[src/verilog/esd_defs.svh]
`ifndef ESD_DEFS_SVH
`define ESD_DEFS_SVH
// Display range caps
`define ESD_DISP_MAX        20'sh0_4E1F
`define ESD_DISP_MIN        (-20'sh0_4E1F)
// Fault code bit values
`define ESD_F_ADJ           12'h001
`define ESD_F_BACKUP        12'h002
`define ESD_F_ADC           12'h004
`define ESD_F_CUSTOM        12'h020
`define ESD_F_WDT           12'h080
`define ESD_F_STACK         12'h100
`define ESD_F_BUSY          12'h800
// Register offsets
`define ESD_R_CTRL          8'h00
`define ESD_R_SCALE_HI      8'h04
`define ESD_R_SCALE_LO      8'h08
`define ESD_R_ERRPT_HI      8'h0C
`define ESD_R_ERRPT_LO      8'h10
`define ESD_R_STATUS        8'h14
`define ESD_R_IRQ_STAT      8'h18
`define ESD_R_IRQ_MASK      8'h1C
`define ESD_R_ERRCODE       8'h20
// Control reset value: flashing on, all actions off
`define ESD_CTRL_RST        32'h0000_0001
// Control field positions
`define ESD_C_FLASH_EN      0
`define ESD_C_OUT_HI        1
`define ESD_C_OUT_LO        2
`define ESD_C_EVT_LSB       3
// Flash timing: 0.5 s half period at 20 MHz
`define ESD_FLASH_MS        500
`define ESD_CLK_KHZ         20000
`define ESD_FLASH_CYC       (`ESD_FLASH_MS * `ESD_CLK_KHZ)
`endif

[src/verilog/esd_pkg.sv]
package esd_pkg;
  typedef enum logic [1:0] {
    ESD_RUN   = 2'b00,
    ESD_DIAG  = 2'b01,
    ESD_HALT  = 2'b11
  } esd_mode_e;
endpackage

[src/verilog/esd_top.sv]
// Added by the designer: the address map and the Wishbone slave port.
`timescale 1ns/10ps
`include "esd_defs.svh"
module esd_top
  import esd_pkg::*;
#(
  parameter int          NUM_EVT   = 4,
  parameter int unsigned FLASH_CYC = `ESD_FLASH_CYC
) (
  input  wire logic                clk_i,
  input  wire logic                srst_i,
  input  wire logic signed [19:0]  measured_value_i,
  input  wire logic                ctrl_out_i,
  input  wire logic [NUM_EVT-1:0]  evt_i,
  input  wire logic [6:0]          fault_i,
  input  wire logic                supply_fail_i,
  input  wire logic                ram_fail_i,
  input  wire logic                wb_cyc_i,
  input  wire logic                wb_stb_i,
  input  wire logic                wb_we_i,
  input  wire logic [7:0]          wb_adr_i,
  input  wire logic [31:0]         wb_dat_i,
  input  wire logic [3:0]          wb_sel_i,
  output logic      [31:0]         wb_dat_o,
  output logic                     wb_ack_o,
  output logic                     ctrl_out_o,
  output logic [NUM_EVT-1:0]       evt_o,
  output logic                     disp_on_o,
  output logic                     pv_visible_o,
  output logic                     over_o,
  output logic                     under_o,
  output logic                     in_err_o,
  output logic                     err_ind_o,
  output logic [11:0]              err_code_o,
  output logic                     irq_o
);

  localparam int FCW = $clog2(FLASH_CYC + 1);

  // Registers
  logic [31:0]        ctrl_ff, nxt_ctrl;
  logic signed [19:0] sc_hi_ff, nxt_sc_hi, sc_lo_ff, nxt_sc_lo;
  logic signed [19:0] ep_hi_ff, nxt_ep_hi, ep_lo_ff, nxt_ep_lo;
  logic [2:0]         ist_ff, nxt_ist, imsk_ff, nxt_imsk;
  logic [11:0]        code_ff, nxt_code;
  logic [1:0]         halt_sy1_ff, halt_sy2_ff, halt_sy3_ff;
  logic [6:0]         f_sy1_ff, f_sy2_ff, f_sy3_ff;
  esd_mode_e          mode_ff, nxt_mode;
  logic [FCW-1:0]     fcnt_ff, nxt_fcnt;
  logic               blink_ff, nxt_blink;
  logic [31:0]        rdat_ff, nxt_rdat;
  logic               ack_ff, nxt_ack;
  logic               ctrl_out_ff, nxt_ctrl_out;
  logic [NUM_EVT-1:0] evt_ff, nxt_evt;
  logic               disp_ff, nxt_disp, pvv_ff, nxt_pvv, ov_ff, nxt_ov, un_ff, nxt_un;
  logic               ie_ff, nxt_ie, eind_ff, nxt_eind, irq_ff, nxt_irq;
  logic [11:0]        codeo_ff, nxt_codeo;

  logic over_c, under_c, ierr_c, halt_c, wr_c, rd_c;
  logic [11:0] fault_bits_c;

  // Fault input synchronisers; only stages two and three are compared
  always_ff @(posedge clk_i) begin
    f_sy1_ff    <= fault_i;
    f_sy2_ff    <= f_sy1_ff;
    f_sy3_ff    <= f_sy2_ff;
    halt_sy1_ff <= {supply_fail_i, ram_fail_i};
    halt_sy2_ff <= halt_sy1_ff;
    halt_sy3_ff <= halt_sy2_ff;
  end

  // Input classification
  always_comb begin
    over_c  = measured_value_i > `ESD_DISP_MAX;
    under_c = measured_value_i < `ESD_DISP_MIN;
    ierr_c  = over_c || under_c || (measured_value_i > sc_hi_ff)
           || (measured_value_i < sc_lo_ff) || (measured_value_i > ep_hi_ff)
           || (measured_value_i < ep_lo_ff);
    halt_c  = (halt_sy2_ff[1] & halt_sy3_ff[1]) | (halt_sy2_ff[0] & halt_sy3_ff[0]);
    // Each fault maps to its own power-of-two code
    fault_bits_c = 12'h000;
    if (f_sy2_ff[0] & f_sy3_ff[0]) fault_bits_c = fault_bits_c | `ESD_F_ADJ;
    if (f_sy2_ff[1] & f_sy3_ff[1]) fault_bits_c = fault_bits_c | `ESD_F_BACKUP;
    if (f_sy2_ff[2] & f_sy3_ff[2]) fault_bits_c = fault_bits_c | `ESD_F_ADC;
    if (f_sy2_ff[3] & f_sy3_ff[3]) fault_bits_c = fault_bits_c | `ESD_F_CUSTOM;
    if (f_sy2_ff[4] & f_sy3_ff[4]) fault_bits_c = fault_bits_c | `ESD_F_WDT;
    if (f_sy2_ff[5] & f_sy3_ff[5]) fault_bits_c = fault_bits_c | `ESD_F_STACK;
    if (f_sy2_ff[6] & f_sy3_ff[6]) fault_bits_c = fault_bits_c | `ESD_F_BUSY;
  end

  // Bus strobes; halted device gives no answer at all
  assign wr_c = wb_cyc_i & wb_stb_i & wb_we_i & ~ack_ff & (mode_ff != ESD_HALT);
  assign rd_c = wb_cyc_i & wb_stb_i & ~wb_we_i & ~ack_ff & (mode_ff != ESD_HALT);

  // Register file, latched faults, mode and flash timer
  always_comb begin
    nxt_ctrl  = ctrl_ff;
    nxt_sc_hi = sc_hi_ff;
    nxt_sc_lo = sc_lo_ff;
    nxt_ep_hi = ep_hi_ff;
    nxt_ep_lo = ep_lo_ff;
    nxt_imsk  = imsk_ff;
    nxt_ist   = ist_ff;
    nxt_ack   = wr_c | rd_c;
    nxt_rdat  = 32'h0000_0000;
    // Distinct bits, so OR equals the sum; held until reset
    nxt_code  = code_ff | fault_bits_c;
    if (wr_c) begin
      case (wb_adr_i)
        `ESD_R_CTRL:     nxt_ctrl  = wb_dat_i;
        `ESD_R_SCALE_HI: nxt_sc_hi = wb_dat_i[19:0];
        `ESD_R_SCALE_LO: nxt_sc_lo = wb_dat_i[19:0];
        `ESD_R_ERRPT_HI: nxt_ep_hi = wb_dat_i[19:0];
        `ESD_R_ERRPT_LO: nxt_ep_lo = wb_dat_i[19:0];
        `ESD_R_IRQ_STAT: nxt_ist   = ist_ff & ~wb_dat_i[2:0];
        `ESD_R_IRQ_MASK: nxt_imsk  = wb_dat_i[2:0];
        default: ;
      endcase
    end
    if (rd_c) begin
      case (wb_adr_i)
        `ESD_R_CTRL:     nxt_rdat = ctrl_ff;
        `ESD_R_SCALE_HI: nxt_rdat = {{12{sc_hi_ff[19]}}, sc_hi_ff};
        `ESD_R_SCALE_LO: nxt_rdat = {{12{sc_lo_ff[19]}}, sc_lo_ff};
        `ESD_R_ERRPT_HI: nxt_rdat = {{12{ep_hi_ff[19]}}, ep_hi_ff};
        `ESD_R_ERRPT_LO: nxt_rdat = {{12{ep_lo_ff[19]}}, ep_lo_ff};
        `ESD_R_STATUS:   nxt_rdat = {27'h000_0000, mode_ff, ierr_c, under_c, over_c};
        `ESD_R_IRQ_STAT: nxt_rdat = {29'h0000_0000, ist_ff};
        `ESD_R_IRQ_MASK: nxt_rdat = {29'h0000_0000, imsk_ff};
        `ESD_R_ERRCODE:  nxt_rdat = {20'h0_0000, code_ff};
        default:         nxt_rdat = 32'h0000_0000;
      endcase
    end
    // Sticky events; a new event beats a clear in the same cycle
    nxt_ist = nxt_ist | {halt_c, |fault_bits_c, ierr_c};
    // Halt outranks diagnostics; no way back short of reset
    case (mode_ff)
      ESD_RUN:  nxt_mode = halt_c ? ESD_HALT : (|nxt_code ? ESD_DIAG : ESD_RUN);
      ESD_DIAG: nxt_mode = halt_c ? ESD_HALT : ESD_DIAG;
      ESD_HALT: nxt_mode = ESD_HALT;
      default:  nxt_mode = ESD_HALT;
    endcase
    if (fcnt_ff >= FCW'(FLASH_CYC - 1)) begin
      nxt_fcnt  = '0;
      nxt_blink = ~blink_ff;
    end else begin
      nxt_fcnt  = fcnt_ff + 1'b1;
      nxt_blink = blink_ff;
    end
  end

  // Output shaping per mode
  always_comb begin
    nxt_disp     = 1'b1;
    nxt_ov       = over_c;
    nxt_un       = under_c;
    nxt_ie       = ierr_c;
    nxt_eind     = 1'b0;
    nxt_codeo    = 12'h000;
    nxt_irq      = |(ist_ff & imsk_ff);
    // Steady display is allowed when flashing is switched off
    nxt_pvv      = ~ierr_c | ~ctrl_ff[`ESD_C_FLASH_EN] | blink_ff;
    nxt_ctrl_out = ctrl_out_i;
    nxt_evt      = evt_i;
    if (ierr_c) begin
      // Over side uses the high-limit action, else the low one
      nxt_ctrl_out = (over_c || measured_value_i > sc_hi_ff || measured_value_i > ep_hi_ff)
                   ? ctrl_ff[`ESD_C_OUT_HI] : ctrl_ff[`ESD_C_OUT_LO];
      nxt_evt      = ctrl_ff[`ESD_C_EVT_LSB +: NUM_EVT];
    end
    case (mode_ff)
      ESD_DIAG: begin
        nxt_ctrl_out = 1'b0;
        nxt_evt      = '0;
        nxt_eind     = 1'b1;
        nxt_codeo    = code_ff;
        nxt_pvv      = 1'b0;
      end
      ESD_HALT: begin
        nxt_disp     = 1'b0;
        nxt_pvv      = 1'b0;
        nxt_ov       = 1'b0;
        nxt_un       = 1'b0;
        nxt_ie       = 1'b0;
        nxt_ctrl_out = 1'b0;
        nxt_evt      = '0;
      end
      default: ;
    endcase
  end

  // State registers
  always_ff @(posedge clk_i) begin
    if (srst_i) begin
      ctrl_ff     <= `ESD_CTRL_RST;
      sc_hi_ff    <= `ESD_DISP_MAX;
      sc_lo_ff    <= `ESD_DISP_MIN;
      ep_hi_ff    <= `ESD_DISP_MAX;
      ep_lo_ff    <= `ESD_DISP_MIN;
      ist_ff      <= 3'h0;
      imsk_ff     <= 3'h0;
      code_ff     <= 12'h000;
      mode_ff     <= ESD_RUN;
      fcnt_ff     <= '0;
      blink_ff    <= 1'b0;
      rdat_ff     <= 32'h0000_0000;
      ack_ff      <= 1'b0;
      ctrl_out_ff <= 1'b0;
      evt_ff      <= '0;
      disp_ff     <= 1'b0;
      pvv_ff      <= 1'b0;
      ov_ff       <= 1'b0;
      un_ff       <= 1'b0;
      ie_ff       <= 1'b0;
      eind_ff     <= 1'b0;
      codeo_ff    <= 12'h000;
      irq_ff      <= 1'b0;
    end else begin
      ctrl_ff     <= nxt_ctrl;
      sc_hi_ff    <= nxt_sc_hi;
      sc_lo_ff    <= nxt_sc_lo;
      ep_hi_ff    <= nxt_ep_hi;
      ep_lo_ff    <= nxt_ep_lo;
      ist_ff      <= nxt_ist;
      imsk_ff     <= nxt_imsk;
      code_ff     <= nxt_code;
      mode_ff     <= nxt_mode;
      fcnt_ff     <= nxt_fcnt;
      blink_ff    <= nxt_blink;
      rdat_ff     <= nxt_rdat;
      ack_ff      <= nxt_ack;
      ctrl_out_ff <= nxt_ctrl_out;
      evt_ff      <= nxt_evt;
      disp_ff     <= nxt_disp;
      pvv_ff      <= nxt_pvv;
      ov_ff       <= nxt_ov;
      un_ff       <= nxt_un;
      ie_ff       <= nxt_ie;
      eind_ff     <= nxt_eind;
      codeo_ff    <= nxt_codeo;
      irq_ff      <= nxt_irq;
    end
  end

  assign wb_dat_o     = rdat_ff;
  assign wb_ack_o     = ack_ff;
  assign ctrl_out_o   = ctrl_out_ff;
  assign evt_o        = evt_ff;
  assign disp_on_o    = disp_ff;
  assign pv_visible_o = pvv_ff;
  assign over_o       = ov_ff;
  assign under_o      = un_ff;
  assign in_err_o     = ie_ff;
  assign err_ind_o    = eind_ff;
  assign err_code_o   = codeo_ff;
  assign irq_o        = irq_ff;

  // Checks
  property p_over;
    @(posedge clk_i) disable iff (srst_i)
      (mode_ff == ESD_RUN && measured_value_i > `ESD_DISP_MAX) |=> over_o && in_err_o;
  endproperty
  a_over: assert property (p_over) else $error("over-scale not flagged");

  property p_under;
    @(posedge clk_i) disable iff (srst_i)
      (mode_ff == ESD_RUN && measured_value_i < `ESD_DISP_MIN) |=> under_o && in_err_o;
  endproperty
  a_under: assert property (p_under) else $error("underscale not flagged");

  property p_ierr;
    @(posedge clk_i) disable iff (srst_i)
      (mode_ff == ESD_RUN && measured_value_i > ep_hi_ff) |=> in_err_o;
  endproperty
  a_ierr: assert property (p_ierr) else $error("input error missed");

  property p_steady;
    @(posedge clk_i) disable iff (srst_i)
      (mode_ff == ESD_RUN && !ctrl_ff[`ESD_C_FLASH_EN]) |=> pv_visible_o;
  endproperty
  a_steady: assert property (p_steady) else $error("steady display flashed");

  property p_evt;
    @(posedge clk_i) disable iff (srst_i)
      (mode_ff == ESD_RUN && ierr_c) |=> evt_o == $past(ctrl_ff[`ESD_C_EVT_LSB +: NUM_EVT]);
  endproperty
  a_evt: assert property (p_evt) else $error("event action wrong");

  property p_diag;
    @(posedge clk_i) disable iff (srst_i)
      (mode_ff == ESD_DIAG) |=> err_ind_o && !ctrl_out_o && evt_o == '0 && err_code_o != 0;
  endproperty
  a_diag: assert property (p_diag) else $error("fault display or outputs wrong");

  property p_latch;
    @(posedge clk_i) disable iff (srst_i)
      code_ff != 12'h000 |=> (code_ff & $past(code_ff)) == $past(code_ff);
  endproperty
  a_latch: assert property (p_latch) else $error("fault code lost");

  property p_halt;
    @(posedge clk_i) disable iff (srst_i)
      (mode_ff == ESD_HALT) |=> !disp_on_o && !wb_ack_o && err_code_o == 12'h000;
  endproperty
  a_halt: assert property (p_halt) else $error("halt not silent");

endmodule

[config.mk]
export PLATFORM = sky130hd
export DESIGN_NAME = esd_top
export DESIGN_NICKNAME = d
export VERILOG_FILES = /design/src/verilog/esd_pkg.sv /design/src/verilog/esd_top.sv
export VERILOG_INCLUDE_DIRS = /design/src /design/src/verilog
export SDC_FILE = /design/constraint.sdc
export NUM_CORES = 1
export LEC_CHECK = 0
export BUFFER_PORTS_ARGS = -buffer_cell sky130_fd_sc_hd__buf_2
export CORE_MARGIN = 2
export CORE_UTILIZATION = 60
export CTS_BUF_LIST = sky130_fd_sc_hd__clkbuf_4
export DETAILED_ROUTE_END_ITERATION = 10
export PLACE_DENSITY = 0.83
export RECOVER_POWER = 50
export SLEW_MARGIN = 20
export SYNTH_ARGS = -nofsm -noshare
export SYNTH_HDL_FRONTEND = slang
export SYNTH_SLANG_ARGS = --single-unit
[constraint.sdc]
create_clock -name clk_i -period 3.05 [get_ports clk_i]
set_input_delay 0.305 -clock clk_i [delete_from_list [all_inputs] [get_ports clk_i]]
set_output_delay 0.305 -clock clk_i [all_outputs]
set_load 0.01 [all_outputs]
# Yosys cells after proc, flatten, opt, wreduce, memory -nomap -nowiden
# Index checks and enable logic that the tools add are counted.
# Widths: inputs -> output; s select.
[totals]
latch_bits = 0
ff_bits = 241
output_inout_bits = 57
word_cells = 122
memories = 0
rom_bits = 0
mem_bits_rw = 0
[op_classes]
shifts = 0
addsub = 1
muxes = 19
reduce_logical = 23
eq_ne = 11
bitwise = 32
n_div = 0
magnitude_cmp = 7
n_mul = 0
[ops]
columns = ["cell", "n"]
rows = [
  ["$pmux 32 s9", 1],
  ["$gt 20x20->1", 2],
  ["$lt 20x20->1", 2],
  ["$eq 8x5->1 const B", 4],
  ["$add 24x1->24 const B", 1],
  ["$ge 24x24->1 const B", 1],
  ["$reduce_or 12->1", 2],
  ["$gt 20x16->1 const B", 1],
  ["$lt 20x16->1 const B", 1],
  ["$and 1x1->1", 16],
  ["$eq 8x4->1 const B", 2],
  ["$mux 12", 1],
  ["$or 12x12->12", 1],
  ["$reduce_and 2->1", 6],
  ["$mux 3", 3],
  ["$mux 9", 1],
  ["$eq 8x3->1 const B", 1],
  ["$eq 8x6->1 const B", 1],
  ["$logic_not 8->1", 1],
  ["$mux 8", 1],
  ["$reduce_or 2->1", 4],
  ["$logic_or 1x1->1", 7],
  ["$not 1->1", 7],
  ["$and 3x3->3", 2],
  ["other kinds (13)", 24],
]

# Logic depth before layout (Yosys ltp)
[depth]
depth_word = 13
mapped_depth = 11
mapped_depth_nobuf = 10

# Worst setup path after synthesis
# No wires, ideal clock.
[synth_path]
path_kind = "reg-to-reg"
from = "reg ep_hi_ff[10]"
to = "reg ctrl_out_ff, in the netlist ctrl_out_o"
path_stages_with_launch = 11
slack_ps = 712
n_path_buf = 0
t_required_ps = 2925
period_less_slack_ps = 2338
t_arrival_ps = 2213
path_cell_list = "dfxtp_1 -> inv_1 -> ha_1 -> a21oi_1 -> nand2_1 -> a221o_1 -> a2111oi_2 -> mux2_2 -> o21a_2 -> nor2_1 -> a211oi_2"
[synth_via]
elab_chain_cells = 4
word_cells_on_any_way = 6
[synth_lines]
columns = ["item", "line", "text"]
rows = [
  ["from (decl)", "esd_top.sv:43", "logic signed [19:0] ep_hi_ff, nxt_ep_hi, ep_lo_ff, nxt_ep_lo;"],
  ["from (signal assigned)", "esd_top.sv:198", "ep_hi_ff <= `ESD_DISP_MAX;"],
  ["from (signal assigned)", "esd_top.sv:222", "ep_hi_ff <= nxt_ep_hi;"],
  ["$gt 20x20->1 *", "esd_top.sv:77, esd_top.sv:167", ""],
  ["$logic_or 1x1->1, on equally long branches", "esd_top.sv:167, esd_top.sv:77", ""],
  ["$mux 1 / $logic_or 1x1->1 (equally long branches)", "esd_top.sv:167, esd_top.sv:78", ""],
  ["$mux 1 *", "esd_top.sv:165", "if (ierr_c) begin"],
  ["to (signal assigned)", "esd_top.sv:232", "ctrl_out_ff <= nxt_ctrl_out;"],
  ["to (decl)", "esd_top.sv:53", "logic ctrl_out_ff, nxt_ctrl_out;"],
]
# Mark *: on every way between the ends. The rest lies on a longest branch, timed or not.
# A chain may end at the register's enable or synchronous reset.

# Final worst setup path
[layout_path]
from = "reg ep_lo_ff[15]"
to = "reg ctrl_out_ff, in the netlist ctrl_out_o"
[layout_via]
elab_chain_cells = 3
[layout_lines]
columns = ["item", "line", "text"]
rows = [
  ["from (decl)", "esd_top.sv:43", ""],
  ["from (signal assigned)", "esd_top.sv:199", "ep_lo_ff <= `ESD_DISP_MIN;"],
  ["from (signal assigned)", "esd_top.sv:223", "ep_lo_ff <= nxt_ep_lo;"],
  ["$lt 20x20->1", "esd_top.sv:78", "|| (measured_value_i < ep_lo_ff);"],
  ["$logic_or 1x1->1", "esd_top.sv:78", ""],
  ["$mux 1", "esd_top.sv:165", ""],
]
# Every way passes these cells.

==> flow_summary.yaml <==
timing:
  fin_crit_sh: 0.898
  worst_slack_ns: 0.313
  grt_setup_unrepaired: "false"
  slew_headroom: -0.450
  fmax_mhz: 365
  hold_ws_ns: 0.151
  setup_viol: 0
  finalClockSkew_ns: 0.0494
  setup_tns_ns: 0
  hold_viol_final: 0
  drv_slew: 54
  post-route-min-period_ns: 2.74
  worst_pin_slew_ns: 2.18
critical_path:
  worst_path_max_delay_cell: "nor4_1"
  slowest_delay_ns: 0.54
  cp_num_buf_inv: 1
  critPathLaunch: "ep_lo_ff[15]"
  arrival_ns: 3.34
  crit_type: "reg -> reg"
  r2r-start: "ep_lo_ff[15]"
  crit_path_cell_trace: "inv_1 -> ha_1 -> a21oi_1 -> o21ai_0 -> a211oi_1 -> nor3_1 -> nor4_1 -> a211oi_4 -> mux2i_1 -> a211oi_2"
  critical-path-top-delay-family: "compound AO/OA/AOI/OAI gates"
  end_kind: "flip-flop"
  critPathMaxFanout: 6
  start_kind: "flip-flop"
  crit_required_ns: 3.66
place:
  place.gp.congestion: 0.977
  hpwl_mm: 20.9
  placed_area_um2: 11200
  dp.cells: 1548
  io_buffers: 130
  pre_cts_slack_ns: 0.322
detailed_routing:
  first_pass_iters: 9
  drc_errors: 0
  dr_wl_met2_mm: 14.9
  wl_met3_mm: 2.88
  vias: 10000
  wl_per_cell_um: 18.5
  viasPerCell: 5.91
  postRouteAntennaNets: 0
  initialDrtViolationCount: 1151
  top_layer_used: "met4"
  wl_met1_mm: 12.1
  wl_mm: 31.4
layout:
  nFillCells: 1270
  nNetsFinal: 1598
  multi_input_area_um2: 5160
  fin_cells: 1699
  areaGrowthSynthToFinish_pct: 19.7
  design_area_um2: 12400
  antenna_cells: 0
  drive_gt1_frac: 0.140
  utilization: 0.741
  regArea_um2: 4620
floorplanning:
  initial_utilization: 0.619
  fp-row-count: 47
  die_area_um2: 18300
  core_um2: 16700
  die_w_um: 135
  die_h_um: 135
  ios: 140
clocking:
  root_buffer: "clkbuf_4"
  clk_pin_slew_ns: 0.08
  cts_buffers: 57
  ctsLongestPathBuffers: 3
  clk-insertion-delay-late_ns: 0.72
  cts_tree: "yes"
  htreeDepth: 2
  post_cts_buffers: 0
  clock-sinks: 231
logic_synthesis:
  synth_edf_count: 0
  synthCells: 1230
  synth_flop_cell: "dfxtp_1"
  yosysWarnings: 0
  synth_cell_types: 60
  synth_seq_area_share: 0.447
  synthDominantCellAreaShare: 0.447
  synth_area_per_cell_um2: 8.40
  synth.most_common_cell: "nand2_1"
  synth_top_area_cell: "dfxtp_1"
  async_reset_ff_frac: 0
  synth_seq_cells: 231
  syn_area_um2: 10300
  synthTopCellsByArea: "dfxtp_1, ha_1, nand2_1"
  yosys-top-cells-count: "nand2_1, dfxtp_1, a21oi_1"
grt:
  grt_pass1_wl_mm: 49.5
  grt_start_max_net_pins: 76
  overflow: 0
  gr-usage-all-layers: 0.343
  antenna_found_initial: 0
  grt_pass1_vias: 10100
min_path:
  hold_start: "wb_adr_i[4]"
  hp-class: "in -> reg"
pwr:
  leakagePower_nw: 5.15
  power.total_mw: 6.06
  power.density_nw_per_um2: 490
  ir_worst_vdd_mv: 0.398
flow_run:
  cap_viol_max_count: 1
outcome:
  outcome: "finished with violations"
  violations: "capacitance limit, slew limit"
==> worst register-to-register path, stage by stage, from the launching register on <==
cell,delay (ns)
dfxtp_1,0.37
inv_1,0.08
ha_1,0.30
a21oi_1,0.14
o21ai_0,0.22
a211oi_1,0.37
nor3_1,0.09
nor4_1,0.54
a211oi_4,0.15
mux2i_1,0.17
a211oi_2,0.23
==> state kept, by name, summed over array words and instances, names as in the netlist, 2 cells and up <==
name,count
ctrl_ff,32
sc_hi_ff,20
code_ff,7
ist_ff,3
mode_ff,2
f_sy2_ff,7
ep_hi_ff,20
halt_sy3_ff,2
f_sy1_ff,7
fcnt_ff,24
imsk_ff,3
sc_lo_ff,20
ep_lo_ff,20
wb_dat_o,32
halt_sy1_ff,2
evt_o,4
halt_sy2_ff,2
err_code_o,7
f_sy3_ff,7
==> final timing paths <==
path / to / slack, ns / depth (start not counted)
max: ctrl_out_o / 0.31 / 10
min: imsk_ff[2] / 0.15 / 5
max reg2reg: ctrl_out_o / 0.31 / 10
min reg2reg: f_sy2_ff[0] / 0.33 / 0
==> cell families (layout without fill, tap and decap cells) <==
family | Yosys count | count (layout) | share of synthesized area
AO/OA/AOI/OAI | 273 | 273 | 0.174
other | 1 | 5 | 0.000363
multiplexers | 3 | 3 | 0.00303
flip-flops | 231 | 231 | 0.447
adder cells (fa/ha/maj) | 79 | 79 | 0.0956
XOR/XNOR | 22 | 22 | 0.0186
AND/OR/NAND/NOR | 471 | 471 | 0.204
buffers and inverters | 150 | 395 | 0.0575
==> repair_timing <==
action,in CTS,in global routing
hold endpoints to repair,140,0
gates resized for setup,0,0
hold buffers,49,0
==> power by group <==
group / leakage, nW / switching [mW] / internal (mW)
sequential: 1.88 / 0.0338 / 3.06
clock: 0.421 / 1.31 / 1.26
combinational: 2.85 / 0.232 / 0.174
total: 5.15 / 1.57 / 4.49
==> layout by cell type, fill, tap and decap left out, types with 4 or more instances in the layout <==
cell | Yosys | layout
nand3_1 | 26 | 26
conb_1 | 1 | 5
nand3b_1 | 24 | 24
nor2_1 | 85 | 85
nor3_1 | 14 | 12
o211ai_1 | 5 | 5
a222oi_1 | 19 | 19
and4_1 | 5 | 5
clkbuf_4 | 0 | 76
dlygate4sd3_1 | 0 | 49
a21oi_1 | 136 | 136
inv_1 | 86 | 86
xor2_1 | 13 | 13
nand2_1 | 258 | 258
clkbuf_1 | 44 | 55
nand4_1 | 14 | 14
nand2b_1 | 4 | 4
clkinv_2 | 0 | 7
clkinv_1 | 0 | 16
a22oi_1 | 28 | 28
o21ai_1 | 9 | 9
a21o_1 | 9 | 9
nor4_1 | 7 | 7
buf_4 | 5 | 26
a221oi_1 | 4 | 4
o21ai_0 | 10 | 10
xnor2_1 | 9 | 9
and2_0 | 1 | 9
a211o_1 | 20 | 20
and2_1 | 13 | 5
dfxtp_1 | 231 | 231
a31oi_1 | 11 | 11
buf_2 | 10 | 77
and3_1 | 7 | 7
ha_1 | 79 | 79
==> routing by layer <==
metal	vias to the layer above	track usage
li1	4672	-
met1	4671	0.411
met2	570	0.571
met3	126	0.0685
met4	0	0.203
met5	-	0
==> final cells by class <==
cell class	count	area share
Clock buffer	76	0.0461
Clock inverter	26	0.0114
Inverter	86	0.0261
Multi-Input combinational cell	853	0.417
Sequential cell	231	0.374
Tap cell	220	0.0223
Timing Repair Buffer	207	0.103
(Power assumes the default switching activity.)
